**config.mk**
```make
export PLATFORM = sky130hd
export DESIGN_NAME = apc_cal_panel
export DESIGN_NICKNAME = d
export VERILOG_FILES = /design/src/include/apc_pkg.sv /design/src/hw/apc_blinker.sv /design/src/hw/apc_step_repeat.sv /design/src/hw/apc_cal_panel.sv
export SDC_FILE = /design/constraint.sdc
export NUM_CORES = 1
export LEC_CHECK = 0
export BUFFER_PORTS_ARGS = -buffer_cell sky130_fd_sc_hd__clkbuf_2
export CORE_MARGIN = 2
export CORE_UTILIZATION = 50
export CTS_BUF_LIST = sky130_fd_sc_hd__clkbuf_8 sky130_fd_sc_hd__clkbuf_16
export DETAILED_ROUTE_END_ITERATION = 7
export MAX_ROUTING_LAYER = met4
export PLACE_DENSITY = 0.67
export SLEW_MARGIN = 0
export SYNTH_ARGS = -nofsm -noshare
export SYNTH_HDL_FRONTEND = slang
export SYNTH_SLANG_ARGS = --single-unit
```
**constraint.sdc**
```tcl
create_clock -name aclk -period 5.04 [get_ports aclk]
set_input_delay 0 -clock aclk [delete_from_list [all_inputs] [get_ports aclk]]
set_output_delay 0 -clock aclk [all_outputs]
set_load 0.02 [all_outputs]
```
**src/include/apc_pkg.sv**
```systemverilog
/*
 * Shared constants and types for the analog output calibration panel.
 * Assumes a 200 MHz module clock and a 32-bit AXI4-Lite register bus.
 */
package apc_pkg;

	// ----------------------------------------------------------------
	// Timing
	// ----------------------------------------------------------------
	localparam int unsigned CLK_HZ      = 200_000_000;
	localparam int unsigned CYC_PER_MS  = CLK_HZ / 1000;
	localparam int unsigned LED_SLOW_MS = 500;  // Calibrate blink half period
	localparam int unsigned LED_FAST_MS = 100;  // Out-of-range blink
	localparam int unsigned HOLD_MS     = 1500; // Hold before auto-repeat
	localparam int unsigned REPEAT_MS   = 20;   // Auto-repeat step period
	localparam int unsigned SLOW_CYC    = LED_SLOW_MS * CYC_PER_MS;
	localparam int unsigned FAST_CYC    = LED_FAST_MS * CYC_PER_MS;
	localparam int unsigned HOLD_CYC    = HOLD_MS * CYC_PER_MS;
	localparam int unsigned REPEAT_CYC  = REPEAT_MS * CYC_PER_MS;
	localparam int unsigned CNT_W       = 32;

	// ----------------------------------------------------------------
	// Register map (byte addresses) and fields
	// ----------------------------------------------------------------
	localparam int unsigned ADDR_W       = 8;
	localparam logic [7:0]  REG_CTRL     = 8'h00;
	localparam logic [7:0]  REG_STATUS   = 8'h04;
	localparam logic [7:0]  REG_IRQ_STAT = 8'h08;
	localparam logic [7:0]  REG_IRQ_MASK = 8'h0C;
	localparam logic [7:0]  REG_CAL_IDX  = 8'h10;
	localparam logic [7:0]  REG_CAL_DATA = 8'h14;
	localparam int unsigned CTRL_HOST_STOP = 0;
	localparam int unsigned CTRL_DATA_ERR  = 1;
	localparam int unsigned CTRL_W         = 2;
	localparam int unsigned IRQ_STEP    = 0;
	localparam int unsigned IRQ_STORE   = 1;
	localparam int unsigned IRQ_REFUSE  = 2;
	localparam int unsigned IRQ_MODE    = 3;
	localparam int unsigned IRQ_W       = 4;
	localparam logic [1:0]  RESP_OKAY   = 2'h0;
	localparam logic [1:0]  RESP_SLVERR = 2'h2;

	// ----------------------------------------------------------------
	// Calibration store
	// ----------------------------------------------------------------
	localparam int unsigned CH_NUM   = 8;
	localparam int unsigned VAL_W    = 16;
	localparam logic [3:0]  SEL_FIRST = 4'h1;
	localparam logic [3:0]  SEL_LAST  = 4'h8;
	localparam logic [15:0] OFS_RST  = 16'h0000;
	localparam logic [15:0] GAIN_RST = 16'h7000;

	typedef enum logic [1:0] {
		CAL_STORE  = 2'b00,
		CAL_OFFSET = 2'b01,
		CAL_GAIN   = 2'b10
	} apc_cal_pos_t;

	typedef struct packed {
		logic       test_short;
		logic [3:0] chan_sel;
		logic [1:0] cal_pos;
		logic       step_up;
		logic       step_down;
	} apc_panel_t;

	typedef struct packed {
		logic watchdog_expiry;
		logic hw_fault;
	} apc_fault_t;

endpackage

```
**src/hw/apc_blinker.sv**
```systemverilog
/*
 * Free-running square wave used for the status LED blink patterns.
 * Assumes one clock; HALF_CYC is at least one.
 */
`timescale 1ns/10ps
module apc_blinker
	import apc_pkg::*;
#(
	parameter int unsigned HALF_CYC = SLOW_CYC
) (
	// Clock and reset
	input  wire logic aclk,
	input  wire logic aresetn,
	// Wave out
	output logic      wave
);

	logic [CNT_W-1:0] cnt_q;
	logic             wave_q;

	// Toggle once per half period
	always_ff @(posedge aclk) begin
		if (!aresetn) begin
			cnt_q  <= '0;
			wave_q <= 1'b0;
		end else if (cnt_q == CNT_W'(HALF_CYC - 1)) begin
			cnt_q  <= '0;
			wave_q <= ~wave_q;
		end else begin
			cnt_q <= cnt_q + 1'b1;
		end
	end

	assign wave = wave_q;

endmodule // apc_blinker

```
**src/hw/apc_step_repeat.sv**
```systemverilog
/*
 * Up/down switch stepper: one step on press, auto-repeat after a hold.
 * Assumes switch levels already synchronous and debounced.
 */
`timescale 1ns/10ps
module apc_step_repeat
	import apc_pkg::*;
#(
	parameter int unsigned HOLD_CYC_P   = HOLD_CYC,
	parameter int unsigned REPEAT_CYC_P = REPEAT_CYC
) (
	// Clock and reset
	input  wire logic aclk,
	input  wire logic aresetn,
	// Switch levels
	input  wire logic up,
	input  wire logic down,
	// Step pulse and direction
	output logic      step,
	output logic      step_up
);

	logic             press;
	logic             held_q;
	logic             rep_q;
	logic             step_q;
	logic             dir_q;
	logic [CNT_W-1:0] cnt_q;
	logic             rep_due;

	// Both positions at once is treated as released
	assign press   = up ^ down;
	assign rep_due = rep_q && (cnt_q == CNT_W'(REPEAT_CYC_P - 1));

	// Hold timing: first hold phase, then repeat phase
	always_ff @(posedge aclk) begin
		if (!aresetn) begin
			held_q <= 1'b0;
			rep_q  <= 1'b0;
			cnt_q  <= '0;
		end else if (!press) begin
			held_q <= 1'b0;
			rep_q  <= 1'b0;
			cnt_q  <= '0;
		end else if (!held_q) begin
			held_q <= 1'b1;
			cnt_q  <= '0;
		end else if (!rep_q) begin
			if (cnt_q == CNT_W'(HOLD_CYC_P - 1)) begin
				rep_q <= 1'b1;
				cnt_q <= '0;
			end else begin
				cnt_q <= cnt_q + 1'b1;
			end
		end else if (rep_due) begin
			cnt_q <= '0;
		end else begin
			cnt_q <= cnt_q + 1'b1;
		end
	end

	// One step at press, then one per repeat period once the hold phase has passed
	always_ff @(posedge aclk) begin
		if (!aresetn) begin
			step_q <= 1'b0;
			dir_q  <= 1'b0;
		end else begin
			step_q <= press && (!held_q || rep_due);
			dir_q  <= up;
		end
	end

	assign step    = step_q;
	assign step_up = dir_q;

endmodule // apc_step_repeat

```
**src/hw/apc_cal_panel.sv**
```systemverilog
/*
 * Front-panel control of an eight-channel analog output module: mode
 * strap, channel and calibration selectors, up/down stepping, stored
 * offset/gain pairs, status LED patterns and an AXI4-Lite slave.
 * Assumes all panel inputs are synchronous and debounced upstream.
 */
// The AXI4-Lite register port and the register offsets are this design's own decisions.
// How it works
// - Normal mode: LED off on watchdog expiry, hardware fault or host stop.
// - Normal mode: LED blinks while a host write data error is flagged.
// - Test mode at offset or gain position: LED toggles every half second.
// - Test mode: LED blinks every 0.1 s when offset exceeds gain.
// - Test mode at store position: LED held off.
// - Channel selector taken only in test mode; positions 0 and 9 ignored.
// - Calibration selector means adjust offset, adjust gain, or store.
// - Leaving offset or gain for store writes the value for that channel.
// - Short press of up/down moves the value by exactly one step.
// - Press held 1.5 s or longer repeats a step every 20 ms.
// - Open test terminals select normal output mode.
// - Shorted test terminals select test mode for calibration.
// - Test mode halts conversion; normal mode resumes with stored values.
// - No store while the out-of-range fast blink is active.
`timescale 1ns/10ps
module apc_cal_panel
	import apc_pkg::*;
#(
	parameter int unsigned SLOW_CYC_P   = SLOW_CYC,
	parameter int unsigned FAST_CYC_P   = FAST_CYC,
	parameter int unsigned HOLD_CYC_P   = HOLD_CYC,
	parameter int unsigned REPEAT_CYC_P = REPEAT_CYC
) (
	// Clock and reset
	input  wire logic              aclk,
	input  wire logic              aresetn,
	// AXI4-Lite write address
	input  wire logic [ADDR_W-1:0] s_axi_awaddr,
	input  wire logic [2:0]        s_axi_awprot,
	input  wire logic              s_axi_awvalid,
	output logic                   s_axi_awready,
	// AXI4-Lite write data and response
	input  wire logic [31:0]       s_axi_wdata,
	input  wire logic [3:0]        s_axi_wstrb,
	input  wire logic              s_axi_wvalid,
	output logic                   s_axi_wready,
	output logic [1:0]             s_axi_bresp,
	output logic                   s_axi_bvalid,
	input  wire logic              s_axi_bready,
	// AXI4-Lite read
	input  wire logic [ADDR_W-1:0] s_axi_araddr,
	input  wire logic [2:0]        s_axi_arprot,
	input  wire logic              s_axi_arvalid,
	output logic                   s_axi_arready,
	output logic [31:0]            s_axi_rdata,
	output logic [1:0]             s_axi_rresp,
	output logic                   s_axi_rvalid,
	input  wire logic              s_axi_rready,
	// Front panel and fault inputs
	input  wire apc_panel_t        panel,
	input  wire apc_fault_t        fault,
	// Panel and system outputs
	output logic                   status_led,
	output logic                   conv_enable,
	output logic                   irq
);

	// ----------------------------------------------------------------
	// Declarations
	// ----------------------------------------------------------------
	localparam int unsigned IDX_W = $clog2(CH_NUM);

	logic               test_q;
	apc_cal_pos_t       pos_q;
	apc_cal_pos_t       pos_now;
	logic [IDX_W-1:0]   chan_q;
	logic [VAL_W-1:0]   ofs_q  [CH_NUM];
	logic [VAL_W-1:0]   gain_q [CH_NUM];
	logic [VAL_W-1:0]   wk_q;
	logic               adjusting;
	logic               enter_adj;
	logic               to_store;
	logic               fast;
	logic               step;
	logic               step_up;
	logic               slow_wave;
	logic               fast_wave;
	logic               led_q;
	logic               conv_q;
	logic [CTRL_W-1:0]  ctrl_q;
	logic [IRQ_W-1:0]   irq_stat_q;
	logic [IRQ_W-1:0]   irq_mask_q;
	logic [IRQ_W-1:0]   irq_ev;
	logic [IDX_W-1:0]   cal_idx_q;
	logic [ADDR_W-1:0]  awaddr_q;
	logic               aw_have_q;
	logic [31:0]        wdata_q;
	logic               w_have_q;
	logic               wstrb0_q;
	logic               bvalid_q;
	logic [1:0]         bresp_q;
	logic               rvalid_q;
	logic [31:0]        rdata_q;
	logic [1:0]         rresp_q;
	logic               wr_fire;
	logic               wr_en;

	// Step value by one count, saturating at the signed limits
	function automatic logic [VAL_W-1:0] step_val(
		input logic [VAL_W-1:0] v,
		input logic             up
	);
		logic [VAL_W-1:0] vmax;
		logic [VAL_W-1:0] vmin;
		vmax = {1'b0, {(VAL_W-1){1'b1}}};
		vmin = {1'b1, {(VAL_W-1){1'b0}}};
		if (up) begin
			step_val = (v == vmax) ? v : v + 1'b1;
		end else begin
			step_val = (v == vmin) ? v : v - 1'b1;
		end
	endfunction

	// Signed compare: a greater than b
	function automatic logic sgt(
		input logic [VAL_W-1:0] a,
		input logic [VAL_W-1:0] b
	);
		sgt = $signed(a) > $signed(b);
	endfunction

	// ----------------------------------------------------------------
	// Mode and selector decode
	// ----------------------------------------------------------------
	// Illegal selector code reads as store: the safe, no-adjust position
	always_comb begin
		unique case (panel.cal_pos)
			CAL_OFFSET: pos_now = CAL_OFFSET;
			CAL_GAIN:   pos_now = CAL_GAIN;
			default:    pos_now = CAL_STORE;
		endcase
	end

	assign adjusting = test_q && (pos_q != CAL_STORE);
	assign enter_adj = test_q && (pos_now != pos_q)
		&& (pos_now != CAL_STORE);
	assign to_store  = adjusting && (pos_now == CAL_STORE);

	// Out of range when offset passes gain: working offset vs stored gain, or stored offset vs working gain
	always_comb begin
		unique case (pos_q)
			CAL_OFFSET: fast = test_q && sgt(wk_q, gain_q[chan_q]);
			CAL_GAIN:   fast = test_q && sgt(ofs_q[chan_q], wk_q);
			default:    fast = 1'b0;
		endcase
	end

	// Strap level: shorted means test mode, open means normal
	always_ff @(posedge aclk) begin
		if (!aresetn) begin
			test_q <= 1'b0;
		end else begin
			test_q <= panel.test_short;
		end
	end

	// Previous selector position; forced to store outside test mode
	always_ff @(posedge aclk) begin
		if (!aresetn) begin
			pos_q <= CAL_STORE;
		end else if (!test_q) begin
			pos_q <= CAL_STORE;
		end else begin
			pos_q <= pos_now;
		end
	end

	// Channel latch, test mode only, positions 1..8 only
	always_ff @(posedge aclk) begin
		if (!aresetn) begin
			chan_q <= '0;
		end else if (test_q && panel.chan_sel >= SEL_FIRST
				&& panel.chan_sel <= SEL_LAST) begin
			chan_q <= IDX_W'(panel.chan_sel - SEL_FIRST);
		end
	end

	// ----------------------------------------------------------------
	// Stepping and working value
	// ----------------------------------------------------------------
	apc_step_repeat #(
		.HOLD_CYC_P   (HOLD_CYC_P),
		.REPEAT_CYC_P (REPEAT_CYC_P)
	) u_step (
		.aclk    (aclk),
		.aresetn (aresetn),
		.up      (panel.step_up),
		.down    (panel.step_down),
		.step    (step),
		.step_up (step_up)
	);

	// Load from the store on entering a position, then step it
	always_ff @(posedge aclk) begin
		if (!aresetn) begin
			wk_q <= OFS_RST;
		end else if (enter_adj) begin
			wk_q <= (pos_now == CAL_OFFSET) ? ofs_q[chan_q]
				: gain_q[chan_q];
		end else if (adjusting && step) begin
			wk_q <= step_val(wk_q, step_up);
		end
	end

	// Commit on move to store, refused while out of range
	always_ff @(posedge aclk) begin
		if (!aresetn) begin
			for (int i = 0; i < CH_NUM; i++) begin
				ofs_q[i]  <= OFS_RST;
				gain_q[i] <= GAIN_RST;
			end
		end else if (to_store && !fast) begin
			if (pos_q == CAL_OFFSET) begin
				ofs_q[chan_q] <= wk_q;
			end else begin
				gain_q[chan_q] <= wk_q;
			end
		end
	end

	// Conversion stops in test mode, resumes with stored pair after
	always_ff @(posedge aclk) begin
		if (!aresetn) begin
			conv_q <= 1'b0;
		end else begin
			conv_q <= !test_q;
		end
	end

	// ----------------------------------------------------------------
	// Status LED
	// ----------------------------------------------------------------
	apc_blinker #(
		.HALF_CYC (SLOW_CYC_P)
	) u_slow (
		.aclk    (aclk),
		.aresetn (aresetn),
		.wave    (slow_wave)
	);

	apc_blinker #(
		.HALF_CYC (FAST_CYC_P)
	) u_fast (
		.aclk    (aclk),
		.aresetn (aresetn),
		.wave    (fast_wave)
	);

	// In normal mode fault wins over blink so a dead module never looks alive; test mode ignores faults
	always_ff @(posedge aclk) begin
		if (!aresetn) begin
			led_q <= 1'b0;
		end else if (!test_q) begin
			if (fault.watchdog_expiry || fault.hw_fault
					|| ctrl_q[CTRL_HOST_STOP]) begin
				led_q <= 1'b0;
			end else if (ctrl_q[CTRL_DATA_ERR]) begin
				led_q <= slow_wave;
			end else begin
				led_q <= 1'b1;
			end
		end else if (pos_q == CAL_STORE) begin
			led_q <= 1'b0;
		end else if (fast) begin
			led_q <= fast_wave;
		end else begin
			led_q <= slow_wave;
		end
	end

	// ----------------------------------------------------------------
	// Interrupts
	// ----------------------------------------------------------------
	assign irq_ev[IRQ_STEP]   = adjusting && step;
	assign irq_ev[IRQ_STORE]  = to_store && !fast;
	assign irq_ev[IRQ_REFUSE] = to_store && fast;
	assign irq_ev[IRQ_MODE]   = test_q != panel.test_short;

	// Write one to clear; a new event in the same cycle survives
	always_ff @(posedge aclk) begin
		if (!aresetn) begin
			irq_stat_q <= '0;
		end else if (wr_en && awaddr_q == REG_IRQ_STAT) begin
			irq_stat_q <= (irq_stat_q & ~wdata_q[IRQ_W-1:0]) | irq_ev;
		end else begin
			irq_stat_q <= irq_stat_q | irq_ev;
		end
	end

	// ----------------------------------------------------------------
	// AXI4-Lite slave
	// ----------------------------------------------------------------
	// Address and data taken in either order, response after both
	assign wr_fire = aw_have_q && w_have_q && !bvalid_q;
	assign wr_en   = wr_fire && wstrb0_q;

	always_ff @(posedge aclk) begin
		if (!aresetn) begin
			aw_have_q <= 1'b0;
			awaddr_q  <= '0;
		end else if (s_axi_awvalid && s_axi_awready) begin
			aw_have_q <= 1'b1;
			awaddr_q  <= s_axi_awaddr;
		end else if (wr_fire) begin
			aw_have_q <= 1'b0;
		end
	end

	always_ff @(posedge aclk) begin
		if (!aresetn) begin
			w_have_q <= 1'b0;
			wdata_q  <= '0;
			wstrb0_q <= 1'b0;
		end else if (s_axi_wvalid && s_axi_wready) begin
			w_have_q <= 1'b1;
			wdata_q  <= s_axi_wdata;
			wstrb0_q <= s_axi_wstrb[0];
		end else if (wr_fire) begin
			w_have_q <= 1'b0;
		end
	end

	// Write response; all fields sit in byte lane 0
	always_ff @(posedge aclk) begin
		if (!aresetn) begin
			bvalid_q <= 1'b0;
			bresp_q  <= RESP_OKAY;
		end else if (wr_fire) begin
			bvalid_q <= 1'b1;
			unique case (awaddr_q)
				REG_CTRL, REG_IRQ_STAT, REG_IRQ_MASK, REG_CAL_IDX:
					bresp_q <= RESP_OKAY;
				default: bresp_q <= RESP_SLVERR;
			endcase
		end else if (s_axi_bready) begin
			bvalid_q <= 1'b0;
		end
	end

	// Software-written control registers
	always_ff @(posedge aclk) begin
		if (!aresetn) begin
			ctrl_q     <= '0;
			irq_mask_q <= '0;
			cal_idx_q  <= '0;
		end else if (wr_en) begin
			if (awaddr_q == REG_CTRL) begin
				ctrl_q <= wdata_q[CTRL_W-1:0];
			end
			if (awaddr_q == REG_IRQ_MASK) begin
				irq_mask_q <= wdata_q[IRQ_W-1:0];
			end
			if (awaddr_q == REG_CAL_IDX) begin
				cal_idx_q <= wdata_q[IDX_W-1:0];
			end
		end
	end

	// Read path: one word per access, answered the cycle after
	always_ff @(posedge aclk) begin
		if (!aresetn) begin
			rvalid_q <= 1'b0;
			rdata_q  <= '0;
			rresp_q  <= RESP_OKAY;
		end else if (s_axi_arvalid && s_axi_arready) begin
			rvalid_q <= 1'b1;
			rresp_q  <= RESP_OKAY;
			rdata_q  <= '0;
			unique case (s_axi_araddr)
				REG_CTRL:     rdata_q[CTRL_W-1:0] <= ctrl_q;
				REG_STATUS:   rdata_q[7:0] <= {led_q, fast, chan_q,
					pos_q, test_q};
				REG_IRQ_STAT: rdata_q[IRQ_W-1:0] <= irq_stat_q;
				REG_IRQ_MASK: rdata_q[IRQ_W-1:0] <= irq_mask_q;
				REG_CAL_IDX:  rdata_q[IDX_W-1:0] <= cal_idx_q;
				REG_CAL_DATA: rdata_q <= {gain_q[cal_idx_q],
					ofs_q[cal_idx_q]};
				default:      rresp_q <= RESP_SLVERR;
			endcase
		end else if (s_axi_rready) begin
			rvalid_q <= 1'b0;
		end
	end

	// ----------------------------------------------------------------
	// Outputs
	// ----------------------------------------------------------------
	assign s_axi_awready = !aw_have_q;
	assign s_axi_wready  = !w_have_q;
	assign s_axi_bvalid  = bvalid_q;
	assign s_axi_bresp   = bresp_q;
	assign s_axi_arready = !rvalid_q;
	assign s_axi_rvalid  = rvalid_q;
	assign s_axi_rdata   = rdata_q;
	assign s_axi_rresp   = rresp_q;
	assign status_led    = led_q;
	assign conv_enable   = conv_q;
	assign irq           = |(irq_stat_q & irq_mask_q);

endmodule // apc_cal_panel

```
==> results.toml <==
[outcome]
outcome = "finished, final reports clean"

[cts]
cts_tree = "yes"
ctsHtreeMaxLevel = 2
cts_root_buffer = "clkbuf_16"
clock_latency_ns = 0.60
clockBufferDepth = 3
numCtsBuffers = 48
cts_resized = 0
clk_pin_slew_ns = 0.06
cts_sinks = 452

[final_layout]
final_nets = 2304
layout-drive-gt1-share = 0.200
final_area_sq_um = 26800
syn_to_final_growth_pct = 15.0
final_cell_mix = "nor2_1 (276), edfxtp_1 (256), dfxtp_1 (190)"
diodes = 0
layout_commonest_cell = "nor2_1"

[floorplan]
core-area_sq_um = 46300
rows = 79
die_w_um = 220
start_util = 0.503
ios = 120
die_h_um = 220
dieArea_sq_um = 48300

[sta]
max_slew.worst_pin.slew_ns = 1.13
final-hold-violation-count = 0
skew_ns = 0.0278
rsz0062_at_grt = "no"
fin_setup_tns_ns = 0
fmax_ghz = 0.218
maxSlewViolCount = 0
setup_violations = 0
relSlewSlack = 0.246
finalCriticalPeriod_ns = 4.60
fin_crit_sh = 0.912

[placed_design]
dp_hpwl_um = 44600
io_buffer_count = 80
placed_area_sq_um = 24600
gp_congestion = 0.941

[power]
p_leak_nw = 9.35
powerDensity_nw_per_um2 = 315
vdd_drop_max_v = 0.000266

[routing]
vias = 17100
drt-pass1-iter-count = 6
antenna_left = 0
routed_wl_um = 63900
drc = 0
drt_iter0_drc = 1718
routed_via_density = 6.07
wl_per_cell_um = 22.7

[grt]
grt_use_met1 = 0.346
groute.layer.met2.usage = 0.442
met3_usage = 0.0551
grt_usage = 0.276
first_global_vias = 17000
grt_first_pass_wirelength_um = 97400
grt_antenna_before_repair = 0
busiest_layer = "met2"
grt_overflow_total = 0
grt_max_degree = 61

[worst_setup_path]
worst-r2r-setup-slack_ns = 0.44
worstPathArrival_ns = 4.89
path_class = "flip-flop to flip-flop"
reg2regPathDepth = 13
cp-start-kind = "flip-flop"
required_ns = 5.33
crit_path_end = "gain_q[5][14]"
critical_path_peak_fanout = 16
end_kind = "flip-flop"
rr_endpoint = "gain_q[5][14]"

[job]
drv_cap = 0

[yosys]
seq_area_frac_synth = 0.499
ys_types = 77
ys.flop_type = "edfxtp_1"
synth_seq_cells = 452
async_reset_ff_frac = 0
synth_cells = 2034
ys_warn_count = 0
syn_area_sq_um = 23300
syn_area_per_cell_sq_um = 11.4
synth_edf_count = 256

[hold_path]
holdPathStages = 6
hold_path.class = "input pin to flip-flop"
==> layout make-up <==
type                    count  area [sq um]
flip-flops and latches    452         11600
clock buffers              55          1320
multi-input cells        1412         10900
fillers                  3781         19500
clock inverters            32           289
inverters                  42           158
repair buffers            215          1710
well taps                 607           759
==> state kept, by name (all words and copies together), names as in the netlist, 2 cells and up, named ones only <==
signal	count
wk_q	16
gain_q	128
ctrl_q	2
wdata_q	4
pos_q	2
cal_idx_q	3
awaddr_q	8
u_step.cnt_q	32
u_fast.cnt_q	32
ofs_q	128
s_axi_rdata	32
irq_stat_q	4
u_slow.cnt_q	32
chan_q	3
irq_mask_q	4
==> worst min path at each step <==
stage | startpoint | end | slack [ns]
after floorplan | s_axi_awvalid | aw_have_q | 0.12
after global placement | s_axi_wvalid | w_have_q | 0.23
after detailed placement | s_axi_awvalid | aw_have_q | 0.24
after CTS | s_axi_araddr[6] | s_axi_rdata[1] | 0.00001
after global routing | s_axi_araddr[6] | s_axi_rdata[1] | 0.06
final | s_axi_araddr[6] | s_axi_rdata[1] | 0.02
==> timing repair <==
action,CTS,global route
endpoints found under the hold margin,65,0
hold buffers,54,0
setup buffers,0,0
==> power breakdown <==
part,switching [mW],internal [mW]
clock,1.48,2.12
sequential,0.0731,3.98
combinational,0.448,0.328
total,2.00,6.43
==> cells in the mapped netlist, types with 4 or more instances <==
| cell type | n | area [sq um] |
|---|---|---|
| nor2_1 | 276 | 1040 |
| edfxtp_1 | 256 | 7690 |
| dfxtp_1 | 196 | 3920 |
| nand2_1 | 159 | 597 |
| mux4_2 | 130 | 2930 |
| nor3_1 | 98 | 490 |
| nand3_1 | 75 | 375 |
| xor2_1 | 73 | 639 |
| mux2i_1 | 71 | 711 |
| o21ai_0 | 71 | 355 |
| clkbuf_1 | 59 | 221 |
| ha_1 | 56 | 701 |
| and2_1 | 46 | 288 |
| a21oi_1 | 37 | 185 |
| buf_2 | 36 | 180 |
| nor2b_1 | 33 | 206 |
| xnor2_1 | 30 | 263 |
| inv_1 | 28 | 105 |
| nand4_1 | 28 | 175 |
| and3_1 | 27 | 169 |
| mux2_2 | 25 | 282 |
| buf_4 | 18 | 135 |
| nor3_2 | 14 | 140 |
| clkinv_1 | 13 | 48.8 |
| nor4_1 | 11 | 68.8 |
| a21o_1 | 10 | 75.1 |
| nand2b_1 | 10 | 62.6 |
| a211oi_1 | 9 | 67.6 |
| o211ai_1 | 9 | 67.6 |
| buf_1 | 8 | 30.0 |
| buf_6 | 8 | 90.1 |
| a21boi_0 | 7 | 52.6 |
| and4_1 | 7 | 61.3 |
| a31oi_1 | 6 | 37.5 |
| nor4b_1 | 6 | 52.6 |
| o211a_1 | 6 | 60.1 |
| or4_1 | 6 | 45.0 |
| or3_1 | 5 | 31.3 |
| a22oi_1 | 4 | 30.0 |
| nor3b_1 | 4 | 30.0 |
| o311a_1 | 4 | 40.0 |
==> per-stage QoR <==
step           setup slack [ns]  utilization  hold slack (ns)  power [mW]  cells
6_report                  0.444        0.579           0.0237        8.43   2815
5_1_grt                   0.292        0.579           0.0562        8.68   2815
2_1_floorplan             0.208            -            0.116        4.58   2035
4_1_cts                   0.464        0.579        0.0000143        8.47   2815
3_3_place_gp              0.507        0.532            0.226        4.84   2674
3_5_place_dp              0.493        0.532            0.243        4.86   2674
==> metal layers <==
layer,vias to the layer above,wire (um)
li1,7779,-
met1,8410,25300
met2,728,30500
met3,161,5470
met4,0,2590
met5,-,0
==> worst max-delay path: stages (launching register included) <==
cell and delay [ns]:
dfxtp_4 0.55, buf_4 0.23, mux4_2 0.50, mux2_2 0.33, ha_1 0.30, a211oi_1 0.26, nor3_1 0.08, a311oi_1 0.33
and4_1 0.28, o311a_1 0.40, buf_4 0.24, nand2_2 0.24, o21ai_1 0.31, buf_12 0.22
==> kinds of logic (layout without fill, tap and decap cells) <==
| logic type | after synthesis | after routing | share of synthesized area |
|---|---|---|---|
| adders and majority gates | 57 | 57 | 0.0310 |
| muxes | 226 | 226 | 0.168 |
| and+or+nand+nor | 824 | 824 | 0.172 |
| other | 1 | 2 | 0.000161 |
| DFF | 452 | 452 | 0.499 |
| AOI/OAI and AO/OA | 200 | 200 | 0.0554 |
| xor gates and xnor gates | 103 | 103 | 0.0388 |
| buffers and inverters | 171 | 344 | 0.0350 |
Note: power is estimated with default switching activity, not from simulation.
